$ cat src/hw/tcpc_pkg.sv
// Purpose: Constants and state types for the timer compare and PWM block
// Assumes: AXI4-Lite with 32-bit data, one register per aligned word, all byte wide except the 16-bit count
// Notes:   Byte registers sit in bits 7:0, upper bits read as zero
package tcpc_pkg;
	localparam int          NUM_CH        = 2;
	// Register byte addresses
	localparam logic [7:0]  OFS_MAIN      = 8'h00;
	localparam logic [7:0]  OFS_COUNT     = 8'h04;
	localparam logic [7:0]  OFS_MOD_HI    = 8'h08;
	localparam logic [7:0]  OFS_MOD_LO    = 8'h0C;
	localparam logic [7:0]  OFS_CH_BASE   = 8'h10;
	localparam logic [7:0]  OFS_CH_STRIDE = 8'h10;
	localparam logic [7:0]  OFS_CH_CTRL   = 8'h00;
	localparam logic [7:0]  OFS_CH_VAL_HI = 8'h04;
	localparam logic [7:0]  OFS_CH_VAL_LO = 8'h08;
	// Main status/control fields
	localparam int          MSC_FLAG      = 7;
	localparam int          MSC_IE        = 6;
	localparam int          MSC_CENTER    = 5;
	localparam int          MSC_CLK_LO    = 3;
	localparam int          MSC_PS_LO     = 0;
	// Channel status/control fields
	localparam int          CSC_FLAG      = 7;
	localparam int          CSC_IE        = 6;
	localparam int          CSC_MSB       = 5;
	localparam int          CSC_MSA       = 4;
	localparam int          CSC_ELSB      = 3;
	localparam int          CSC_ELSA      = 2;
	// Reset values, counter constants and bus response codes
	localparam logic [15:0] MOD_RESET     = 16'h0000;
	localparam logic [15:0] VAL_RESET     = 16'h0000;
	localparam logic [15:0] CNT_ZERO      = 16'h0000;
	localparam logic [15:0] CNT_ONE       = 16'h0001;
	localparam logic [15:0] FREE_TERM     = 16'hFFFF;
	localparam logic [1:0]  RESP_OKAY     = 2'h0;
	localparam logic [1:0]  RESP_SLVERR   = 2'h2;

	typedef enum logic [1:0] {
		CLK_OFF   = 2'h0,
		CLK_BUS   = 2'h1,
		CLK_FIXED = 2'h2,
		CLK_EXT   = 2'h3
	} tcpc_clk_t;

	typedef struct packed {
		logic        flag;
		logic        arm;
		logic        ie;
		logic        msb;
		logic        msa;
		logic        elsb;
		logic        elsa;
		logic [15:0] value;
		logic [7:0]  buf_hi;
		logic [7:0]  buf_lo;
		logic        got_hi;
		logic        got_lo;
		logic        pend;
		logic        pin;
		logic        oe;
		logic        irq;
	} tcpc_chan_t;

	typedef struct packed {
		logic                        awready;
		logic                        wready;
		logic                        bvalid;
		logic [1:0]                  bresp;
		logic                        aw_held;
		logic [7:0]                  aw_addr;
		logic                        w_held;
		logic [31:0]                 wdata;
		logic [3:0]                  wstrb;
		logic                        arready;
		logic                        rvalid;
		logic [31:0]                 rdata;
		logic [1:0]                  rresp;
		logic                        overflow_flag;
		logic                        overflow_arm;
		logic                        overflow_irq_enable;
		logic                        center;
		tcpc_clk_t                   clks;
		logic [2:0]                  ps;
		logic [6:0]                  pre;
		logic [15:0]                 cnt;
		logic                        down;
		logic [15:0]                 modv;
		logic [7:0]                  mbuf_hi;
		logic [7:0]                  mbuf_lo;
		logic                        mgot_hi;
		logic                        mgot_lo;
		logic                        ext_q;
		logic                        ovf_irq;
		tcpc_chan_t [NUM_CH-1:0]     ch;
	} tcpc_state_t;
endpackage

$ cat src/hw/tcpc_top.sv
// Purpose: Shared 16-bit counter with output compare and PWM channels
// Assumes: AXI4-Lite slave, single clock aclk, synchronous inputs
// Notes:   Input capture itself is not built; capture mode releases pins
//
// Added by the designer: the address map and the AXI4-Lite register port.
module tcpc_top (
	// Clock and reset
	input  wire logic                          aclk,
	input  wire logic                          aresetn,
	// AXI4-Lite write address and data
	input  wire logic                          awvalid,
	output logic                               awready,
	input  wire logic [7:0]                    awaddr,
	input  wire logic                          wvalid,
	output logic                               wready,
	input  wire logic [31:0]                   wdata,
	input  wire logic [3:0]                    wstrb,
	// AXI4-Lite write response
	output logic                               bvalid,
	input  wire logic                          bready,
	output logic [1:0]                         bresp,
	// AXI4-Lite read
	input  wire logic                          arvalid,
	output logic                               arready,
	input  wire logic [7:0]                    araddr,
	output logic                               rvalid,
	input  wire logic                          rready,
	output logic [31:0]                        rdata,
	output logic [1:0]                         rresp,
	// Counter clock sources
	input  wire logic                          fixed_clk_tick,
	input  wire logic                          ext_clk,
	// Channel pins
	output logic [tcpc_pkg::NUM_CH-1:0]        ch_pin_out,
	output logic [tcpc_pkg::NUM_CH-1:0]        ch_pin_oe,
	// Interrupts
	output logic                               overflow_irq,
	output logic [tcpc_pkg::NUM_CH-1:0]        channel_irq
);
	tcpc_pkg::tcpc_state_t              s;
	tcpc_pkg::tcpc_state_t              next_s;
	logic                               tick;
	logic                               ovf;
	logic [15:0]                        nc;
	logic [15:0]                        term;
	logic                               wr_go;
	logic                               wr_main;
	logic [tcpc_pkg::NUM_CH-1:0]        wr_cc;
	logic [tcpc_pkg::NUM_CH-1:0]        ch_match;
	logic [tcpc_pkg::NUM_CH-1:0]        ch_load;

	always_comb begin
		logic        src;
		logic        wr_hit;
		logic        rd_hit;
		logic [31:0] rd_val;
		logic [6:0]  pmask;
		logic [7:0]  cbase;
		logic [7:0]  d;
		logic [15:0] v;
		logic        is_cap;
		logic        is_oc;
		logic        is_ep;
		src = 1'b0;
		wr_hit = 1'b0;
		rd_hit = 1'b0;
		rd_val = 32'h0000_0000;
		pmask = 7'h00;
		cbase = 8'h00;
		d = s.wdata[7:0];
		v = tcpc_pkg::VAL_RESET;
		is_cap = 1'b0;
		is_oc = 1'b0;
		is_ep = 1'b0;
		next_s = s;
		tick = 1'b0;
		ovf = 1'b0;
		nc = s.cnt;
		wr_cc = '0;
		ch_match = '0;
		ch_load = '0;

		// Counter clock source and prescaler
		next_s.ext_q = ext_clk;
		unique case (s.clks)
			tcpc_pkg::CLK_OFF:   src = 1'b0;
			tcpc_pkg::CLK_BUS:   src = 1'b1;
			tcpc_pkg::CLK_FIXED: src = fixed_clk_tick;
			tcpc_pkg::CLK_EXT:   src = ext_clk && !s.ext_q;
		endcase
		pmask = 7'((8'h01 << s.ps) - 8'h01);
		if (src) begin
			if (s.pre == pmask) begin
				next_s.pre = 7'h00;
				tick = 1'b1;
			end else begin
				next_s.pre = s.pre + 7'h01;
			end
		end

		// Counter step
		term = (s.modv == tcpc_pkg::CNT_ZERO) ? tcpc_pkg::FREE_TERM : s.modv;
		if (tick) begin
			if (!s.center) begin
				next_s.down = 1'b0;
				if (s.cnt == term) begin
					nc = tcpc_pkg::CNT_ZERO;
					ovf = 1'b1;
				end else begin
					nc = s.cnt + tcpc_pkg::CNT_ONE;
				end
			end else if (!s.down) begin
				if (s.cnt == term) begin
					nc = s.cnt - tcpc_pkg::CNT_ONE;
					next_s.down = 1'b1;
					ovf = 1'b1;
				end else begin
					nc = s.cnt + tcpc_pkg::CNT_ONE;
				end
			end else begin
				if (s.cnt == tcpc_pkg::CNT_ZERO) begin
					nc = s.cnt + tcpc_pkg::CNT_ONE;
					next_s.down = 1'b0;
				end else begin
					nc = s.cnt - tcpc_pkg::CNT_ONE;
				end
			end
			next_s.cnt = nc;
		end

		// Write address and data channels
		if (awvalid && s.awready) begin
			next_s.aw_held = 1'b1;
			next_s.aw_addr = {awaddr[7:2], 2'b00};
		end
		if (wvalid && s.wready) begin
			next_s.w_held = 1'b1;
			next_s.wdata = wdata;
			next_s.wstrb = wstrb;
		end
		wr_go = s.aw_held && s.w_held && !s.bvalid;
		wr_main = wr_go && s.wstrb[0] && (s.aw_addr == tcpc_pkg::OFS_MAIN);
		if (wr_go) begin
			next_s.aw_held = 1'b0;
			next_s.w_held = 1'b0;
			next_s.bvalid = 1'b1;
			unique case (s.aw_addr)
				tcpc_pkg::OFS_MAIN: begin
					wr_hit = 1'b1;
					if (s.wstrb[0]) begin
						next_s.overflow_irq_enable = d[tcpc_pkg::MSC_IE];
						next_s.center = d[tcpc_pkg::MSC_CENTER];
						next_s.clks = tcpc_pkg::tcpc_clk_t'(d[tcpc_pkg::MSC_CLK_LO +: 2]);
						next_s.ps = d[tcpc_pkg::MSC_PS_LO +: 3];
						if (!d[tcpc_pkg::MSC_FLAG] && s.overflow_arm) begin
							next_s.overflow_flag = 1'b0;
						end
						next_s.overflow_arm = 1'b0;
						next_s.mgot_hi = 1'b0;
						next_s.mgot_lo = 1'b0;
					end
				end
				tcpc_pkg::OFS_COUNT: begin
					wr_hit = 1'b1;
					next_s.cnt = tcpc_pkg::CNT_ZERO;
					next_s.pre = 7'h00;
					next_s.down = 1'b0;
				end
				tcpc_pkg::OFS_MOD_HI: begin
					wr_hit = 1'b1;
					if (s.wstrb[0]) begin
						next_s.mbuf_hi = d;
						next_s.mgot_hi = 1'b1;
					end
				end
				tcpc_pkg::OFS_MOD_LO: begin
					wr_hit = 1'b1;
					if (s.wstrb[0]) begin
						next_s.mbuf_lo = d;
						next_s.mgot_lo = 1'b1;
					end
				end
				default: begin
				end
			endcase
			for (int i = 0; i < tcpc_pkg::NUM_CH; i++) begin
				cbase = tcpc_pkg::OFS_CH_BASE + 8'(i) * tcpc_pkg::OFS_CH_STRIDE;
				if (s.aw_addr == cbase + tcpc_pkg::OFS_CH_CTRL) begin
					wr_hit = 1'b1;
					if (s.wstrb[0]) begin
						wr_cc[i] = 1'b1;
						next_s.ch[i].ie = d[tcpc_pkg::CSC_IE];
						next_s.ch[i].msb = d[tcpc_pkg::CSC_MSB];
						next_s.ch[i].msa = d[tcpc_pkg::CSC_MSA];
						next_s.ch[i].elsb = d[tcpc_pkg::CSC_ELSB];
						next_s.ch[i].elsa = d[tcpc_pkg::CSC_ELSA];
						if (!d[tcpc_pkg::CSC_FLAG] && s.ch[i].arm) begin
							next_s.ch[i].flag = 1'b0;
						end
						next_s.ch[i].arm = 1'b0;
						next_s.ch[i].got_hi = 1'b0;
						next_s.ch[i].got_lo = 1'b0;
						next_s.ch[i].pend = 1'b0;
					end
				end
				if (s.aw_addr == cbase + tcpc_pkg::OFS_CH_VAL_HI) begin
					wr_hit = 1'b1;
					if (s.wstrb[0]) begin
						next_s.ch[i].buf_hi = d;
						next_s.ch[i].got_hi = 1'b1;
					end
				end
				if (s.aw_addr == cbase + tcpc_pkg::OFS_CH_VAL_LO) begin
					wr_hit = 1'b1;
					if (s.wstrb[0]) begin
						next_s.ch[i].buf_lo = d;
						next_s.ch[i].got_lo = 1'b1;
					end
				end
				if (next_s.ch[i].got_hi && next_s.ch[i].got_lo) begin
					next_s.ch[i].got_hi = 1'b0;
					next_s.ch[i].got_lo = 1'b0;
					next_s.ch[i].pend = 1'b1;
				end
			end
			next_s.bresp = wr_hit ? tcpc_pkg::RESP_OKAY : tcpc_pkg::RESP_SLVERR;
		end else if (s.bvalid && bready) begin
			next_s.bvalid = 1'b0;
		end
		if (next_s.mgot_hi && next_s.mgot_lo) begin
			next_s.modv = {next_s.mbuf_hi, next_s.mbuf_lo};
			next_s.mgot_hi = 1'b0;
			next_s.mgot_lo = 1'b0;
		end

		// Read channel
		if (arvalid && s.arready) begin
			if ({araddr[7:2], 2'b00} == tcpc_pkg::OFS_MAIN) begin
				rd_hit = 1'b1;
				rd_val[7:0] = {s.overflow_flag, s.overflow_irq_enable, s.center, s.clks, s.ps};
				if (s.overflow_flag) begin
					next_s.overflow_arm = 1'b1;
				end
			end
			if ({araddr[7:2], 2'b00} == tcpc_pkg::OFS_COUNT) begin
				rd_hit = 1'b1;
				rd_val[15:0] = s.cnt;
			end
			if ({araddr[7:2], 2'b00} == tcpc_pkg::OFS_MOD_HI) begin
				rd_hit = 1'b1;
				rd_val[7:0] = s.modv[15:8];
			end
			if ({araddr[7:2], 2'b00} == tcpc_pkg::OFS_MOD_LO) begin
				rd_hit = 1'b1;
				rd_val[7:0] = s.modv[7:0];
			end
			for (int i = 0; i < tcpc_pkg::NUM_CH; i++) begin
				cbase = tcpc_pkg::OFS_CH_BASE + 8'(i) * tcpc_pkg::OFS_CH_STRIDE;
				if ({araddr[7:2], 2'b00} == cbase + tcpc_pkg::OFS_CH_CTRL) begin
					rd_hit = 1'b1;
					rd_val[7:0] = {s.ch[i].flag, s.ch[i].ie, s.ch[i].msb, s.ch[i].msa,
						s.ch[i].elsb, s.ch[i].elsa, 2'b00};
					if (s.ch[i].flag) begin
						next_s.ch[i].arm = 1'b1;
					end
				end
				if ({araddr[7:2], 2'b00} == cbase + tcpc_pkg::OFS_CH_VAL_HI) begin
					rd_hit = 1'b1;
					rd_val[7:0] = s.ch[i].value[15:8];
				end
				if ({araddr[7:2], 2'b00} == cbase + tcpc_pkg::OFS_CH_VAL_LO) begin
					rd_hit = 1'b1;
					rd_val[7:0] = s.ch[i].value[7:0];
				end
			end
			next_s.rvalid = 1'b1;
			next_s.rdata = rd_val;
			next_s.rresp = rd_hit ? tcpc_pkg::RESP_OKAY : tcpc_pkg::RESP_SLVERR;
		end else if (s.rvalid && rready) begin
			next_s.rvalid = 1'b0;
		end
		next_s.awready = !next_s.aw_held;
		next_s.wready = !next_s.w_held;
		next_s.arready = !next_s.rvalid;

		// Overflow flag, set wins over clear
		if (ovf) begin
			next_s.overflow_flag = 1'b1;
			next_s.overflow_arm = 1'b0;
		end
		next_s.ovf_irq = next_s.overflow_flag && next_s.overflow_irq_enable;

		// Channel outputs, events and value transfer
		for (int i = 0; i < tcpc_pkg::NUM_CH; i++) begin
			v = s.ch[i].value;
			is_cap = !s.center && !s.ch[i].msb && !s.ch[i].msa;
			is_oc = !s.center && !s.ch[i].msb && s.ch[i].msa;
			is_ep = !s.center && s.ch[i].msb;
			next_s.ch[i].oe = (s.ch[i].elsb || s.ch[i].elsa) && !is_cap;
			ch_match[i] = tick && (nc == v) && !is_cap &&
				!(s.center && (v == tcpc_pkg::CNT_ZERO || v[15]));
			if (s.center) begin
				if (v == tcpc_pkg::CNT_ZERO || v[15]) begin
					next_s.ch[i].pin = s.ch[i].elsa;
				end else if (v > term) begin
					next_s.ch[i].pin = !s.ch[i].elsa;
				end else if (ch_match[i]) begin
					next_s.ch[i].pin = next_s.down ? !s.ch[i].elsa : s.ch[i].elsa;
				end
			end else if (is_ep) begin
				if (ch_match[i]) begin
					next_s.ch[i].pin = s.ch[i].elsa;
				end else if (ovf) begin
					next_s.ch[i].pin = !s.ch[i].elsa;
				end
			end else if (is_oc && ch_match[i]) begin
				unique case ({s.ch[i].elsb, s.ch[i].elsa})
					2'b00: next_s.ch[i].pin = s.ch[i].pin;
					2'b01: next_s.ch[i].pin = !s.ch[i].pin;
					2'b10: next_s.ch[i].pin = 1'b0;
					2'b11: next_s.ch[i].pin = 1'b1;
				endcase
			end
			if (ch_match[i]) begin
				next_s.ch[i].flag = 1'b1;
				next_s.ch[i].arm = 1'b0;
			end
			next_s.ch[i].irq = next_s.ch[i].flag && next_s.ch[i].ie;
			ch_load[i] = next_s.ch[i].pend && ((s.clks == tcpc_pkg::CLK_OFF) ||
				(tick && !s.center && !is_ep) ||
				(tick && (s.center || is_ep) && !s.down &&
				s.cnt == term - tcpc_pkg::CNT_ONE));
			if (ch_load[i]) begin
				next_s.ch[i].value = {next_s.ch[i].buf_hi, next_s.ch[i].buf_lo};
				next_s.ch[i].pend = 1'b0;
			end
		end
	end

	always_ff @(posedge aclk) begin
		if (!aresetn) begin
			s <= '0;
		end else begin
			s <= next_s;
		end
	end

	// Outputs straight from state
	assign awready      = s.awready;
	assign wready       = s.wready;
	assign bvalid       = s.bvalid;
	assign bresp        = s.bresp;
	assign arready      = s.arready;
	assign rvalid       = s.rvalid;
	assign rdata        = s.rdata;
	assign rresp        = s.rresp;
	assign overflow_irq = s.ovf_irq;
	for (genvar g = 0; g < tcpc_pkg::NUM_CH; g++) begin : g_out
		assign ch_pin_out[g]  = s.ch[g].pin;
		assign ch_pin_oe[g]   = s.ch[g].oe;
		assign channel_irq[g] = s.ch[g].irq;
	end
endmodule

$ cat config.mk
export PLATFORM = sky130hd
export DESIGN_NAME = tcpc_top
export DESIGN_NICKNAME = d
export VERILOG_FILES = /design/src/hw/tcpc_pkg.sv /design/src/hw/tcpc_top.sv
export SDC_FILE = /design/constraint.sdc
export NUM_CORES = 1
export LEC_CHECK = 0
export BUFFER_PORTS_ARGS = -buffer_cell sky130_fd_sc_hd__buf_2
export CORE_ASPECT_RATIO = 1.25
export CORE_MARGIN = 2
export CORE_UTILIZATION = 57
export CTS_BUF_LIST = sky130_fd_sc_hd__clkbuf_4
export CTS_CLUSTER_SIZE = 30
export DETAILED_ROUTE_END_ITERATION = 10
export PLACE_DENSITY = 0.78
export SLEW_MARGIN = 0
export SYNTH_ARGS = -nofsm -noshare
export SYNTH_HDL_FRONTEND = slang
export SYNTH_SLANG_ARGS = --single-unit
$ cat constraint.sdc
create_clock -name aclk -period 4.14 [get_ports aclk]
set_input_delay 0.414 -clock aclk [delete_from_list [all_inputs] [get_ports aclk]]
set_output_delay 0.414 -clock aclk [all_outputs]
set_load 0.01 [all_outputs]
Word level (Yosys, flattened, before mapping)
Cells that the tools add are included.

word-level totals
  register bits = 228
  output and inout bits = 48
  word-level logic and storage cells = 354

cells by class
  $add $sub $neg = 5
  magnitude comparators = 2
  equality and inequality tests = 38
  shift-type cells = 1
  muxes and demuxes = 142
  bitwise logic cells = 1
  reductions and logical operators = 104

operators with widths
  operator               number
  $mux 8                 21
  $mux 16                8
  $mux 1                 78
  $eq 16x16->1           4
  $logic_not 16->1       4
  $mux 7                 8
  $logic_and 1x1->1      48
  $mux 19                2
  $mux 37                1
  $eq 6x3->1 const B     6
  $eq 6x4->1 const B     6
  $mux 33                1
  $gt 16x16->1           2
  $sub 16x1->16 const B  2
  $mux 9                 3
  $eq 6x2->1 const B     4
  $mux 24                1
  $logic_not 1->1        22
  $mux 18                1
  $mux 3                 6
  $mux 17                1
  $add 16x1->16 const B  1
  $eq 2x2->1 const B     6
  $eq 6x1->1 const B     2
  23 further kinds       55

Logic depth before layout (Yosys ltp)
Gate-level depths: netlist (run 1).

  word-level depth = 15
  gate-level depth with buffers = 20
  gate-level depth less buffers = 16

Least setup slack after synthesis (run 1)
Ideal clock, no wire load.

  path type = register to register
  start = register s[114] (netlist bit)
  end = register s[73] (netlist bit)
  library setup time = 0.123 ns
  arrival = 4.088 ns
  data required time = 4.017 ns
  setup slack = -0.072 ns
  stages on the path, launching flop included = 20
  path buffers = 4
  cell sequence = dfxtp_1 > buf_2 > nor4_4 > and4_1 > buf_4 > buf_2 > nor2_1 > ha_1 > or4b_1 > nor3_1 > xor2_1 > nor2_1 > a21oi_1 > o2111ai_1 > or4_1 > nor2_1 > a21oi_1 > a21oi_2 > buf_2 > mux2_1

on the way
  longest elaborated chain between the ends = 7

RTL lines
  item                      line             RTL
  start: declaration        tcpc_top.sv:40   tcpc_pkg::tcpc_state_t s;
  start signal: assignment  tcpc_top.sv:344  s <= next_s;
  $logic_not 16->1          tcpc_top.sv:102  term = (s.modv == tcpc_pkg::CNT_ZERO) ? tcpc_pkg::FREE_TERM : s.modv;
  $mux 16 *                 tcpc_top.sv:102
  $sub 16x1->16 *           tcpc_top.sv:332  s.cnt == term - tcpc_pkg::CNT_ONE));
  $eq 16x16->1 *            tcpc_top.sv:332
  $logic_and 1x1->1 *       tcpc_top.sv:331  (tick && (s.center || is_ep) && !s.down &&
  $logic_or 1x1->1 *        tcpc_top.sv:330  (tick && !s.center && !is_ep) ||
  $logic_and 1x1->1 *       tcpc_top.sv:329  ch_load[i] = next_s.ch[i].pend && ((s.clks == tcpc_pkg::CLK_OFF) ||

Every way passes the cells marked *; elsewhere a longest branch is shown, timed or not.
A chain may end at the register's enable or synchronous reset.

Worst setup path after layout (run 1)
  start = register s[117] (netlist bit)
  end = register s (netlist bit channel_irq[0])

on the way
  longest elaborated chain between the ends = 13
  elaborated cells on any way between the ends = 14

RTL lines
  item                              line                              RTL
  $logic_not 16->1                  tcpc_top.sv:102
  $mux 16 *                         tcpc_top.sv:102
  $eq 16x16->1 *                    tcpc_top.sv:106, tcpc_top.sv:113
  $mux 16                           tcpc_top.sv:113                   if (s.cnt == term) begin
  $mux 16                           tcpc_top.sv:112                   end else if (!s.down) begin
  $mux 16 *                         tcpc_top.sv:104                   if (!s.center) begin
  $mux 16 *                         tcpc_top.sv:103                   if (tick) begin
  $eq 16x16->1 *                    tcpc_top.sv:300                   ch_match[i] = tick && (nc == v) && !is_cap &&
  $logic_and 1x1->1 * (3 in a row)  tcpc_top.sv:300
  $mux 2 *                          tcpc_top.sv:324                   if (ch_match[i]) begin
  $logic_and 1x1->1 *               tcpc_top.sv:328                   next_s.ch[i].irq = next_s.ch[i].flag && next_s.ch[i].ie;

Marks and branches as above.

==> results of run 1 <==
==> critical path, stage by stage (launching register included) <==
cell and delay, ns:
dfxtp_2 0.37, nor4_4 0.35, buf_6 0.19, buf_4 0.12
a41oi_2 0.16, xnor2_1 0.21, nor4_4 0.29, and4b_2 0.32
buf_12 0.12, a21oi_4 0.09, nor2_1 0.30, o22ai_1 0.15
buf_4 0.17, xnor2_1 0.13, or4b_4 0.54, nor3_2 0.18
buf_4 0.15, o21a_1 0.13
==> layer usage <==
metal / wire, µm / track usage (%)
met4: 3838 / 27.12
met3: 3106 / 6.074
met2: 21330 / 63.85
met5: 0 / 0
met1: 16950 / 44.84
==> kinds of logic (layout without fill, tap and decap cells) <==
family,after synthesis,after routing,synth area share [%]
AND/OR/NAND/NOR,563,563,23.59
AO/OA/AOI/OAI,344,344,19.05
flip-flops,199,199,31.38
buffers and inverters,173,305,7.018
multiplexers,123,123,10.62
XOR/XNOR,69,69,4.760
adder cells (fa/ha/maj),36,36,3.548
other,1,19,0.02954
==> power breakdown <==
part	internal (W)	switching [W]
logic	0.0000575	0.0000955
clock network	0.000320	0.000688
registers	0.00193	0.0000280
total	0.00231	0.000811
==> path summary, 6_finish.rpt <==
| kind | to | slack (ns) | cells past startpoint |
|---|---|---|---|
| min reg2reg | s[93] | 0.48 | 2 |
| max | channel_irq[0] | 0.10 | 17 |
| max reg2reg | channel_irq[0] | 0.10 | 17 |
| min | s[238] | 0.04 | 3 |
==> sequential cells by signal, summed over array words and instances (netlist names) <==
| name | cells |
|---|---|
| s | 169 |
| rresp | 1 |
| arready | 1 |
| wready | 1 |
| ch_pin_oe | 2 |
| channel_irq | 2 |
| bresp | 1 |
| bvalid | 1 |
| overflow_irq | 1 |
| rdata | 16 |
| ch_pin_out | 2 |
| rvalid | 1 |
| awready | 1 |
==> synthesized netlist by cell type, types with 13 or more instances <==
cell type	n	area share (%)
nor2b_1	82	4.0
o22a_1	16	1.1
mux2_2	23	2.0
clkbuf_1	69	2.0
buf_4	50	3.0
a211oi_1	13	0.77
inv_1	25	0.74
o21a_1	13	0.77
nor2_1	104	3.1
nand3_1	41	1.6
nor3_1	42	1.7
and2_1	40	2.0
o211ai_1	14	0.83
a21boi_0	26	1.5
xnor2_1	52	3.6
nand4_1	22	1.1
mux2i_1	83	6.5
nand2_1	134	4.0
a21oi_1	73	2.9
o21ai_0	46	1.8
ha_1	36	3.5
xor2_1	17	1.2
a21o_1	13	0.77
dfxtp_1	199	31
a22oi_1	19	1.1
nor4_1	18	0.89
==> area by class of cell <==
class / count / area [µm²]
repair buffers: 247 / 1857
diodes: 1 / 2.502
clock inverters: 13 / 126.4
fillers: 1826 / 7402
multi-input cells: 1153 / 8079
inverters: 26 / 97.59
clock buffers: 19 / 142.6
well taps: 283 / 354.1
flip-flops and latches: 199 / 3996
==> timing repair <==
item | in CTS | in global routing
hold buffers | 3 | 0
setup endpoints to repair | 38 | 40
gates cloned | 0 | 4
pin swaps | 0 | 14
setup buffers | 0 | 12
gates resized for setup | 4 | 52
hold endpoints to repair | 3 | 0
==> cells in the final DEF (no fill, tap or decap), types with 9 or more instances in the layout <==
cell and count:
a211oi_1 12, a21boi_0 26, a21o_1 13, a21oi_1 72
a22oi_1 19, a31oi_1 11, and2_1 40, and3_1 11
buf_2 60, buf_4 169, clkbuf_4 19, conb_1 18
dfxtp_1 189, dfxtp_2 10, ha_1 35, inv_1 25
mux2_1 11, mux2_2 21, mux2i_1 83, nand2_1 134
nand2b_1 9, nand3_1 41, nand4_1 22, nor2_1 102
nor2b_1 82, nor3_1 41, nor4_1 16, o211ai_1 14
o21a_1 13, o21ai_0 46, o22a_1 16, o22ai_1 11
or3_1 11, xnor2_1 50, xor2_1 17
==> per-stage QoR <==
step                util, %  std cells
detailed placement    63.29       1889
global placement      63.29       1889
global route          66.44       1941
CTS                   64.72       1924
floorplan                 -       1525
finish                66.44       1941
==> qor.csv, run 1 <==
stage;metric;value;unit
outcome;outcome;finished, final reports clean;
detailed_routing;Detailed Routing Iterations Pass 1;6;
synthesis;Warnings, synthesis;0;
sta;Rel. slew slack;43.52;%
sta;final critical delay including setup and external delays;4.039;ns
sta;highest clock frequency the design can meet;247.6;MHz
synthesis;share of async-settable or async-resettable flops after synthesis;0;%
synthesis;portion of the post-synthesis area used by sequential elements;31.38;%
synthesis;#FFs+latches synth;199;
sta;final-layout worst hold slack;0.03835;ns
placed_design;sum of net half-perimeters after detailed placement;34.13;mm
synthesis;Post-Syn Area per Cell;8.418;µm²
detailed_routing;count of antenna-violating nets left after detailed routing;0;
floorplan;core area;22060;µm²
pwr;Static Leakage;6.211;nW
detailed_routing;vias after detailed routing;12281;
synthesis;distinct cell type count after synthesis;91;
sta;PnR worst setup slack;0.1008;ns
critical_path;crit end category;flop;
placed_design;cell area reported after detailed placement;13960;µm²
detailed_routing;number of design-rule violations left by the first detailed-router iteration;1056;
synthesis;number of flops mapped to enable cells by yosys;0;
min_path;class of the tightest hold or removal check;in -> reg;
placed_design;Final GP Congestion;1.034;
critical_path;Crit. Startpoint;s[117];
detailed_routing;detailed-route wire length per cell;23.30;µm
cells_and_area;nets@finish;1741;
floorplan;Die Outline Area;23490;µm²
sta;number of max-slew violations in the final report;0;
cells_and_area;final std cell area, no fill;14660;µm²
sta;fraction of the cycle the final worst path needs;97.57;%
detailed_routing;Vias per Instance;6.327;
critical_path;data arrival at the endpoint of the critical path;4.61;ns
clock_tree;Clock Sink Count;199;
critical_path;critical path required time;4.71;ns
global_route;antenna violations before repair;1;
critical_path;Reg2Reg Launch Point;s[117];
clock_tree;clock slew at reported path FFs;0.15;ns
clock_tree;Bufs on Longest Clock Path;2;
synthesis;cell count after synthesis;1508;
cells_and_area;synthesis-to-finish area growth;15.44;%
synthesis;cell area after synthesis;12690;µm²
run;max-cap check violation count;0;
sta;worst clock skew;0.03684;ns
clock_tree;total CTS buffers;17;
pwr;power density relative to cell area;213.0;nW/µm²
global_route;maximum number of pins on one net before global-route repair;80;
pwr;worst supply voltage drop on vdd;264.2;µV
detailed_routing;Final Routed Wirelength;45.23;mm
detailed_routing;# DRC;0;
synthesis;Most used DFF post-synth;dfxtp_1;
sta;number of setup violations in the final report;0;
sta;worst slew pin tran;0.8452;ns
min_path;launch point of the worst hold path;awaddr[6];
floorplan;die outline width;137.5;µm
sta;final hold vios;0;
global_route;global route total overflow;0;
critical_path;worst-path maximum fanout;7;
floorplan;I/O pin count;109;
critical_path;startpoint class of the critical path;flop;
critical_path;worst setup path class;reg -> reg;
sta;setup repair after global routing missed its margin;yes;
global_route;GRT Resource Usage Total;38.46;%
floorplan;number of placement rows;61;
pwr;post-layout total power;0.003121;W
placed_design;post-placement setup slack;-0.1308;ns
floorplan;y dimension of the die;170.9;µm
floorplan;starting density of the core;57.55;%
placed_design;quantity of I/O buffers inserted on ports;59;
clock_tree;root cell of the clock tree;clkbuf_4;
global_route;vias in the first global route;11483;
clock_tree;CTS H-tree depth;4;
global_route;first-pass GRT wire length;66.67;mm
cells_and_area;share of post-route cells with drive strength above 1;22.33;%
clock_tree;TritonCTS clock tree;yes;
sta;Total Negative Setup Slacks;0;ns
clock_tree;later-pin clock latency in the skew report;0.63;ns
Power figures use the tool's default switching activity.
==> run 2: changes to the inputs <==
--- a/config.mk
+++ b/config.mk
@@ -5,14 +5,15 @@
 export SDC_FILE = /design/constraint.sdc
 export NUM_CORES = 1
 export LEC_CHECK = 0
+export ABC_AREA = 1
 export BUFFER_PORTS_ARGS = -buffer_cell sky130_fd_sc_hd__buf_2
 export CORE_ASPECT_RATIO = 1.25
 export CORE_MARGIN = 2
-export CORE_UTILIZATION = 57
+export CORE_UTILIZATION = 56
 export CTS_BUF_LIST = sky130_fd_sc_hd__clkbuf_4
 export CTS_CLUSTER_SIZE = 30
 export DETAILED_ROUTE_END_ITERATION = 10
-export PLACE_DENSITY = 0.78
+export PLACE_DENSITY = 0.77
 export SLEW_MARGIN = 0
 export SYNTH_ARGS = -nofsm -noshare
 export SYNTH_HDL_FRONTEND = slang
==> run 2 against run 1 <==
- largest power group unchanged
- combinational power is 33% higher
- cell count is 11% higher
- non-clock buffer count is 154 lower
- final area is 13% lower
- register-to-register slack better by 0.20 ns
- global-route usage is 2.2 points lower
- via count is 1.3% higher
- setup slack better by 0.20 ns
==> qor.csv, run 2 <==
stage;metric;value;unit;change
outcome;outcome;finished, final reports clean;;
floorplan;Die Outline Area;22580;µm²;-3.9%
detailed_routing;vias after detailed routing;12446;;+1.3%
sta;Rel. slew slack;41.22;%;-2.3 points
min_path;Worst Hold End;s[237];;
cells_and_area;commonest cells after routing, fill and taps aside;nand2_1 (448), nor2_1 (286), inv_1 (205);;
critical_path;worst flop-to-flop path endpoint;ch_pin_out[0];;
synthesis;fraction of synthesized cell area taken by the top area cell type;33.27;%;+1.9 points
global_route;GRT Resource Usage Total;36.30;%;-2.2 points
floorplan;die outline width;134.8;µm;-2.0%
critical_path;length in cells of the worst reg-to-reg path;28;;+11
cells_and_area;nets@finish;1969;;+13%
global_route;global route total overflow;0;;unchanged
synthesis;adder-cell share of the synthesized area;3.761;%;+0.21 points
sta;final hold vios;0;;unchanged
placed_design;number of placed instances, taps included;2120;;+12%
synthesis;count leader, synth;nand2_1;;
detailed_routing;# DRC;0;;unchanged
cells_and_area;post-route non-filler standard cell count;2161;;+11%
synthesis;Most used DFF post-synth;dfxtp_1;;
min_path;class of the tightest hold or removal check;in -> reg;;
sta;worst slew pin tran;0.8764;ns;+0.03116 ns
detailed_routing;Final Routed Wirelength;40.91;mm;-9.6%
global_route;vias in the first global route;11416;;-0.58%
floorplan;number of placement rows;59;;-3.3%
sta;fraction of the cycle the final worst path needs;92.69;%;-4.9 points
global_route;maximum number of pins on one net before global-route repair;83;;+3.8%
pwr;power density relative to cell area;266.7;nW/µm²;+25%
pwr;worst supply voltage drop on vdd;223.3;µV;-15%
clock_tree;later-pin clock latency in the skew report;0.64;ns;about the same
synthesis;cell type with the highest aggregate area in the netlist;dfxtp_1;;
sta;final-layout worst hold slack;0.04024;ns;+0.001886 ns
sta;number of setup violations in the final report;0;;unchanged
floorplan;core area;20890;µm²;-5.3%
cells_and_area;register with the most flip-flops;s;;
sta;number of max-slew violations in the final report;0;;unchanged
critical_path;largest stage delay on the critical path;0.37;ns;-0.17 ns
run;max-cap check violation count;0;;unchanged
sta;highest clock frequency the design can meet;260.6;MHz;+5.3%
detailed_routing;number of design-rule violations left by the first detailed-router iteration;1272;;+20%
cells_and_area;most common library cell in the layout ignoring fill and taps;nand2_1;;
synthesis;distinct cell type count after synthesis;46;;-49%
cells_and_area;share of post-route cells with drive strength above 1;8.647;%;-14 points
synthesis;Warnings, synthesis;0;;unchanged
detailed_routing;count of antenna-violating nets left after detailed routing;0;;unchanged
critical_path;data arrival at the endpoint of the critical path;4.37;ns;-0.24 ns
synthesis;fraction of synthesized area in multiplexers;0;%;-11 points
synthesis;Post-Syn Area per Cell;6.501;µm²;-23%
synthesis;portion of the post-synthesis area used by sequential elements;33.27;%;+1.9 points
clock_tree;clock slew at reported path FFs;0.19;ns;+0.04 ns
synthesis;cell types occupying the most area after synthesis;dfxtp_1 (33%), nand2_1 (14%), nor2_1 (9.0%), inv_1 (6.5%), nand3_1 (4.9%);;
synthesis;#FFs+latches synth;199;;unchanged
clock_tree;root cell of the clock tree;clkbuf_4;;
critical_path;crit-path most repeated cell;nand2_1;;
critical_path;internal reg-to-reg setup slack;0.30;ns;+0.20 ns
floorplan;starting density of the core;57.32;%;-0.23 points
placed_design;cell area reported after detailed placement;12270;µm²;-12%
floorplan;I/O pin count;109;;unchanged
clock_tree;total CTS buffers;17;;unchanged
synthesis;number of flops mapped to enable cells by yosys;0;;unchanged
cells_and_area;number of flip-flops under the largest register name;169;;unchanged
synthesis;compound-gate portion of the synthesized area;14.50;%;-4.5 points
placed_design;Final GP Congestion;1.045;;+1.1%
critical_path;Reg2Reg Launch Point;s[114];;
sta;worst clock skew;0.03811;ns;+0.001271 ns
detailed_routing;Vias per Instance;5.759;;-9.0%
critical_path;crit end category;flop;;
min_path;worst hold stages;3;;unchanged
synthesis;XOR/XNOR share of the synthesized area;2.852;%;-1.9 points
sta;final critical delay including setup and external delays;3.838;ns;-0.2017 ns
cells_and_area;synthesis-to-finish area growth;6.018;%;
sta;Total Negative Setup Slacks;0;ns;unchanged
global_route;first-pass GRT wire length;62.73;mm;-5.9%
synthesis;share of async-settable or async-resettable flops after synthesis;0;%;unchanged
synthesis;share of synthesized cell area in and, or, nand and nor gates;33.59;%;+10 points
critical_path;critical path required time;4.67;ns;-0.04 ns
critical_path;slowest library cell on the worst path;dfxtp_1;;
placed_design;quantity of I/O buffers inserted on ports;59;;unchanged
cells_and_area;final std cell area, no fill;12700;µm²;-13%
clock_tree;Clock Sink Count;199;;unchanged
critical_path;startpoint class of the critical path;flop;;
min_path;launch point of the worst hold path;awaddr[5];;
synthesis;cell types with the highest counts after synthesis;nand2_1 (448), nor2_1 (286), inv_1 (206);;
placed_design;sum of net half-perimeters after detailed placement;31.72;mm;-7.1%
clock_tree;Bufs on Longest Clock Path;2;;unchanged
pwr;Static Leakage;5.782;nW;-6.9%
detailed_routing;detailed-route wire length per cell;18.93;µm;-19%
critical_path;worst setup path class;reg -> reg;;
sta;setup repair after global routing missed its margin;no;;
synthesis;cell area after synthesis;11980;µm²;-5.7%
synthesis;combinational family with the most area after synthesis;simple AND/OR/NAND/NOR gates;;
clock_tree;CTS H-tree depth;4;;unchanged
floorplan;y dimension of the die;167.5;µm;-2.0%
clock_tree;TritonCTS clock tree;yes;;
critical_path;worst-path maximum fanout;18;;+11
detailed_routing;Detailed Routing Iterations Pass 1;6;;unchanged
global_route;antenna violations before repair;2;;+1
synthesis;cell count after synthesis;1842;;+22%
run 2: area by class of cell:
cell class                      instances  area (µm²)
Clock buffer                           17       127.6
Tap cell                              274       342.8
Antenna cell                            2       5.005
Inverter                              219       829.5
Fill cell                            2066        8195
Timing Repair Buffer                   93       563.0
Multi-Input combinational cell       1342        6619
Clock inverter                         15       225.2
Sequential cell                       199        3984
run 2: cell families after synthesis:
| kind of cell | after synthesis |
|---|---|
| simple gates | 960 |
| buf+inv | 318 |
| compound gates | 289 |
| flops | 199 |
| xor+xnor | 39 |
| fa+ha+maj | 36 |
| other cells | 1 |
run 2: power breakdown:
group	switching [W]	internal, W
sequential	0.0000141	0.00194
clock	0.000852	0.000375
combinational	0.000147	0.0000564
total	0.00101	0.00237
run 2: repair_timing:
action | in CTS | in global routing
hold buffers | 5 | 0
setup buffers | 0 | 2
endpoints found under the hold margin | 5 | 0
endpoints found under the setup margin | 0 | 30
resized for setup | 0 | 5
run 2: metal layers:
layer,track usage (%),vias up,share of wire (%)
met2,59.26,604,46
met4,21.14,2,6.5
met5,0,-,0.027
li1,-,6014,-
met3,5.177,163,7.9
met1,45.45,5663,40
run 2: through the flow:
step / util [%] / power, W / setup slack, ns
finish: 60.77 / 0.003386 / 0.3025
CTS: 60.64 / 0.003387 / 0.3484
detailed placement: 58.71 / 0.002191 / 0.3880
floorplan: - / 0.002139 / 1.333
global route: 60.77 / 0.003492 / 0.02680
global placement: 58.71 / 0.002187 / 0.4480
run 2: how the worst max path moves through the flow:
stage	from	endpoint	slack (ns)	cells past startpoint
after CTS	s[118]	s[81]	0.35	21
after floorplan	s[118]	s[32]	1.33	20
after global placement	s[122]	s[23]	0.45	21
final	s[114]	ch_pin_out[0]	0.30	28
after global routing	s[111]	s[25]	0.03	21
after detailed placement	s[118]	s[24]	0.39	21
run 2: critical path: cells and delay by family, from the launching register on:
kind | cells | cell delay (ns)
DFF | 1 | 0.37
buffers and inverters | 2 | 0.38
AOI/OAI and AO/OA | 1 | 0.15
and+or+nand+nor | 25 | 2.86
==> run 3: changes to the inputs <==
--- a/config.mk
+++ b/config.mk
@@ -7,7 +7,6 @@
 export LEC_CHECK = 0
 export ABC_AREA = 1
 export BUFFER_PORTS_ARGS = -buffer_cell sky130_fd_sc_hd__buf_2
-export CORE_ASPECT_RATIO = 1.25
 export CORE_MARGIN = 2
 export CORE_UTILIZATION = 56
 export CTS_BUF_LIST = sky130_fd_sc_hd__clkbuf_4
==> run 3 against run 2 <==
- global-route usage increased by 2.6 points
- power decreased by 2.1%
- count of clock-buffer cells in the layout increased by 1
- non-clock buffer count increased by 6
- register-to-register slack got worse by 0.05 ns
- sequential cell count unchanged
- clock skew increased by 0.015 ns
- final area increased by 0.34%
- sequential power about the same
- sequential share of layout area decreased by 0.10 points
- setup slack got worse by 0.047 ns
==> qor.csv, run 3 (synthesis gave the netlist of run 2 again) <==
stage;metric;value;unit;change
cells_and_area;number of flip-flops under the largest register name;169;;unchanged
global_route;global route total overflow;0;;unchanged
sta;worst clock skew;0.05267;ns;+0.01456 ns
cells_and_area;share of post-route cells with drive strength above 1;9.149;%;+0.50 points
clock_tree;CTS H-tree depth;4;;unchanged
run;max-cap check violation count;0;;unchanged
floorplan;die outline width;150.2;µm;+11%
sta;worst slew pin tran;0.9426;ns;+0.06627 ns
cells_and_area;most common library cell in the layout ignoring fill and taps;nand2_1;;
critical_path;internal reg-to-reg setup slack;0.26;ns;-0.05 ns
min_path;class of the tightest hold or removal check;in -> reg;;
detailed_routing;Final Routed Wirelength;43.30;mm;+5.9%
detailed_routing;Detailed Routing Iterations Pass 1;8;;+2
detailed_routing;count of antenna-violating nets left after detailed routing;0;;unchanged
sta;fraction of the cycle the final worst path needs;93.83;%;+1.1 points
global_route;first-pass GRT wire length;65.52;mm;+4.5%
global_route;maximum number of pins on one net before global-route repair;83;;unchanged
clock_tree;clock slew at reported path FFs;0.21;ns;+0.02 ns
clock_tree;later-pin clock latency in the skew report;0.67;ns;+0.03 ns
critical_path;Reg2Reg Launch Point;s[121];;
clock_tree;Bufs on Longest Clock Path;2;;unchanged
detailed_routing;# DRC;0;;unchanged
floorplan;I/O pin count;109;;unchanged
floorplan;core area;21020;µm²;+0.62%
placed_design;cell area reported after detailed placement;12360;µm²;+0.77%
cells_and_area;final std cell area, no fill;12740;µm²;+0.34%
sta;highest clock frequency the design can meet;257.4;MHz;-1.2%
placed_design;number of placed instances, taps included;2130;;+0.47%
clock_tree;TritonCTS clock tree;yes;;
floorplan;starting density of the core;56.97;%;-0.35 points
global_route;GRT Resource Usage Total;38.90;%;+2.6 points
clock_tree;root cell of the clock tree;clkbuf_4;;
floorplan;number of placement rows;53;;-10%
min_path;launch point of the worst hold path;wdata[4];;
critical_path;worst-path maximum fanout;17;;-1
cells_and_area;nets@finish;1975;;+0.30%
detailed_routing;detailed-route wire length per cell;19.98;µm;+5.6%
pwr;power density relative to cell area;260.2;nW/µm²;-2.4%
critical_path;startpoint class of the critical path;flop;;
clock_tree;Clock Sink Count;199;;unchanged
critical_path;data arrival at the endpoint of the critical path;4.42;ns;+0.05 ns
global_route;antenna violations before repair;1;;-1
placed_design;quantity of I/O buffers inserted on ports;59;;unchanged
floorplan;y dimension of the die;150.2;µm;-10%
detailed_routing;number of design-rule violations left by the first detailed-router iteration;1329;;+4.5%
global_route;vias in the first global route;11389;;-0.24%
floorplan;Die Outline Area;22570;µm²;about the same
placed_design;sum of net half-perimeters after detailed placement;33.87;mm;+6.8%
critical_path;Crit. Startpoint;s[121];;
clock_tree;total CTS buffers;17;;unchanged
sta;setup repair after global routing missed its margin;no;;
critical_path;crit end category;flop;;
sta;final critical delay including setup and external delays;3.884;ns;+0.04694 ns
sta;number of setup violations in the final report;0;;unchanged
pwr;worst supply voltage drop on vdd;228.5;µV;+2.3%
placed_design;Final GP Congestion;1.035;;-1.0%
sta;Rel. slew slack;36.77;%;-4.4 points
cells_and_area;post-route non-filler standard cell count;2167;;+0.28%
clock_tree;post-CTS setup buffer count;0;;unchanged
cells_and_area;commonest cells after routing, fill and taps aside;nand2_1 (448), nor2_1 (286), inv_1 (205);;
detailed_routing;Vias per Instance;5.850;;+1.6%
outcome;outcome;finished, final reports clean;;
sta;number of max-slew violations in the final report;0;;unchanged
pwr;Static Leakage;5.802;nW;+0.35%
sta;final hold vios;0;;unchanged
cells_and_area;register with the most flip-flops;s;;
detailed_routing;vias after detailed routing;12677;;+1.9%
critical_path;worst setup path class;reg -> reg;;
sta;Total Negative Setup Slacks;0;ns;unchanged
cells_and_area;final standard cell utilization of the core;60.60;%;-0.17 points
critical_path;critical path required time;4.68;ns;about the same
sta;final-layout worst hold slack;0.01990;ns;-0.02034 ns
cells_and_area;synthesis-to-finish area growth;6.374;%;
==> run 3: worst paths after layout <==
kind	to	depth (start not counted)
worst max-delay path	s[37]	21
worst min-delay path	s[203]	3
worst max register to register	s[37]	21
worst min register to register	rdata[0]	2
==> run 3: report_power, final <==
| part | switching (W) | leakage (nW) | internal (W) |
|---|---|---|---|
| combinational | 0.000149 | 4.03 | 0.0000561 |
| clock | 0.000857 | 0.165 | 0.000295 |
| sequential | 0.0000154 | 1.61 | 0.00194 |
==> run 3: layout make-up <==
class,instances,area (µm²)
Tap cell,275,344.1
Antenna cell,1,2.502
Clock inverter,14,175.2
Multi-Input combinational cell,1342,6640
Clock buffer,18,135.1
Timing Repair Buffer,99,630.6
Sequential cell,199,3984
Inverter,219,827.0
Fill cell,2024,8283
==> run 3: routing by layer <==
metal  global-route usage, %  vias to the layer above  part of all wire, %  routed length [µm]
li1                        -                     6038                    -                   -
met1                   52.09                     5859                   41               17910
met2                   61.30                      657                   45               19310
met3                   6.152                      123                  9.2                3994
met4                   18.68                        0                  4.8                2089
met5                       0                        -                    0                   0
==> run 3: metrics by stage <==
stage | total power [W] | setup WS [ns]
after floorplan | 0.002139 | 1.333
after global placement | 0.002189 | 0.3419
after detailed placement | 0.002193 | 0.2181
after CTS | 0.003305 | 0.07638
after global routing | 0.003411 | 0.01288
final | 0.003314 | 0.2555
==> run 3: worst max-delay path, cell delays in order (launching register included) <==
cell      delay, ns
dfxtp_1        0.46
nor2_1         0.08
nand2_1        0.07
nor2_1         0.05
nand2_2        0.18
nand2_1        0.12
inv_1          0.22
ha_1           0.27
nand4_1        0.25
nor2_1         0.23
nand4_1        0.12
xor2_1         0.15
nand2_1        0.09
nor3_2         0.22
nand3_2        0.19
o221ai_2       0.25
nand2_1        0.21
inv_4          0.19
buf_12         0.17
nand2_1        0.07
nand2_1        0.08
nor2_1         0.05
==> run 3: repair_timing <==
item	CTS	global route
hold buffers	4	0
gates resized for setup	0	7
hold endpoints to repair	4	0
setup endpoints to repair	0	33
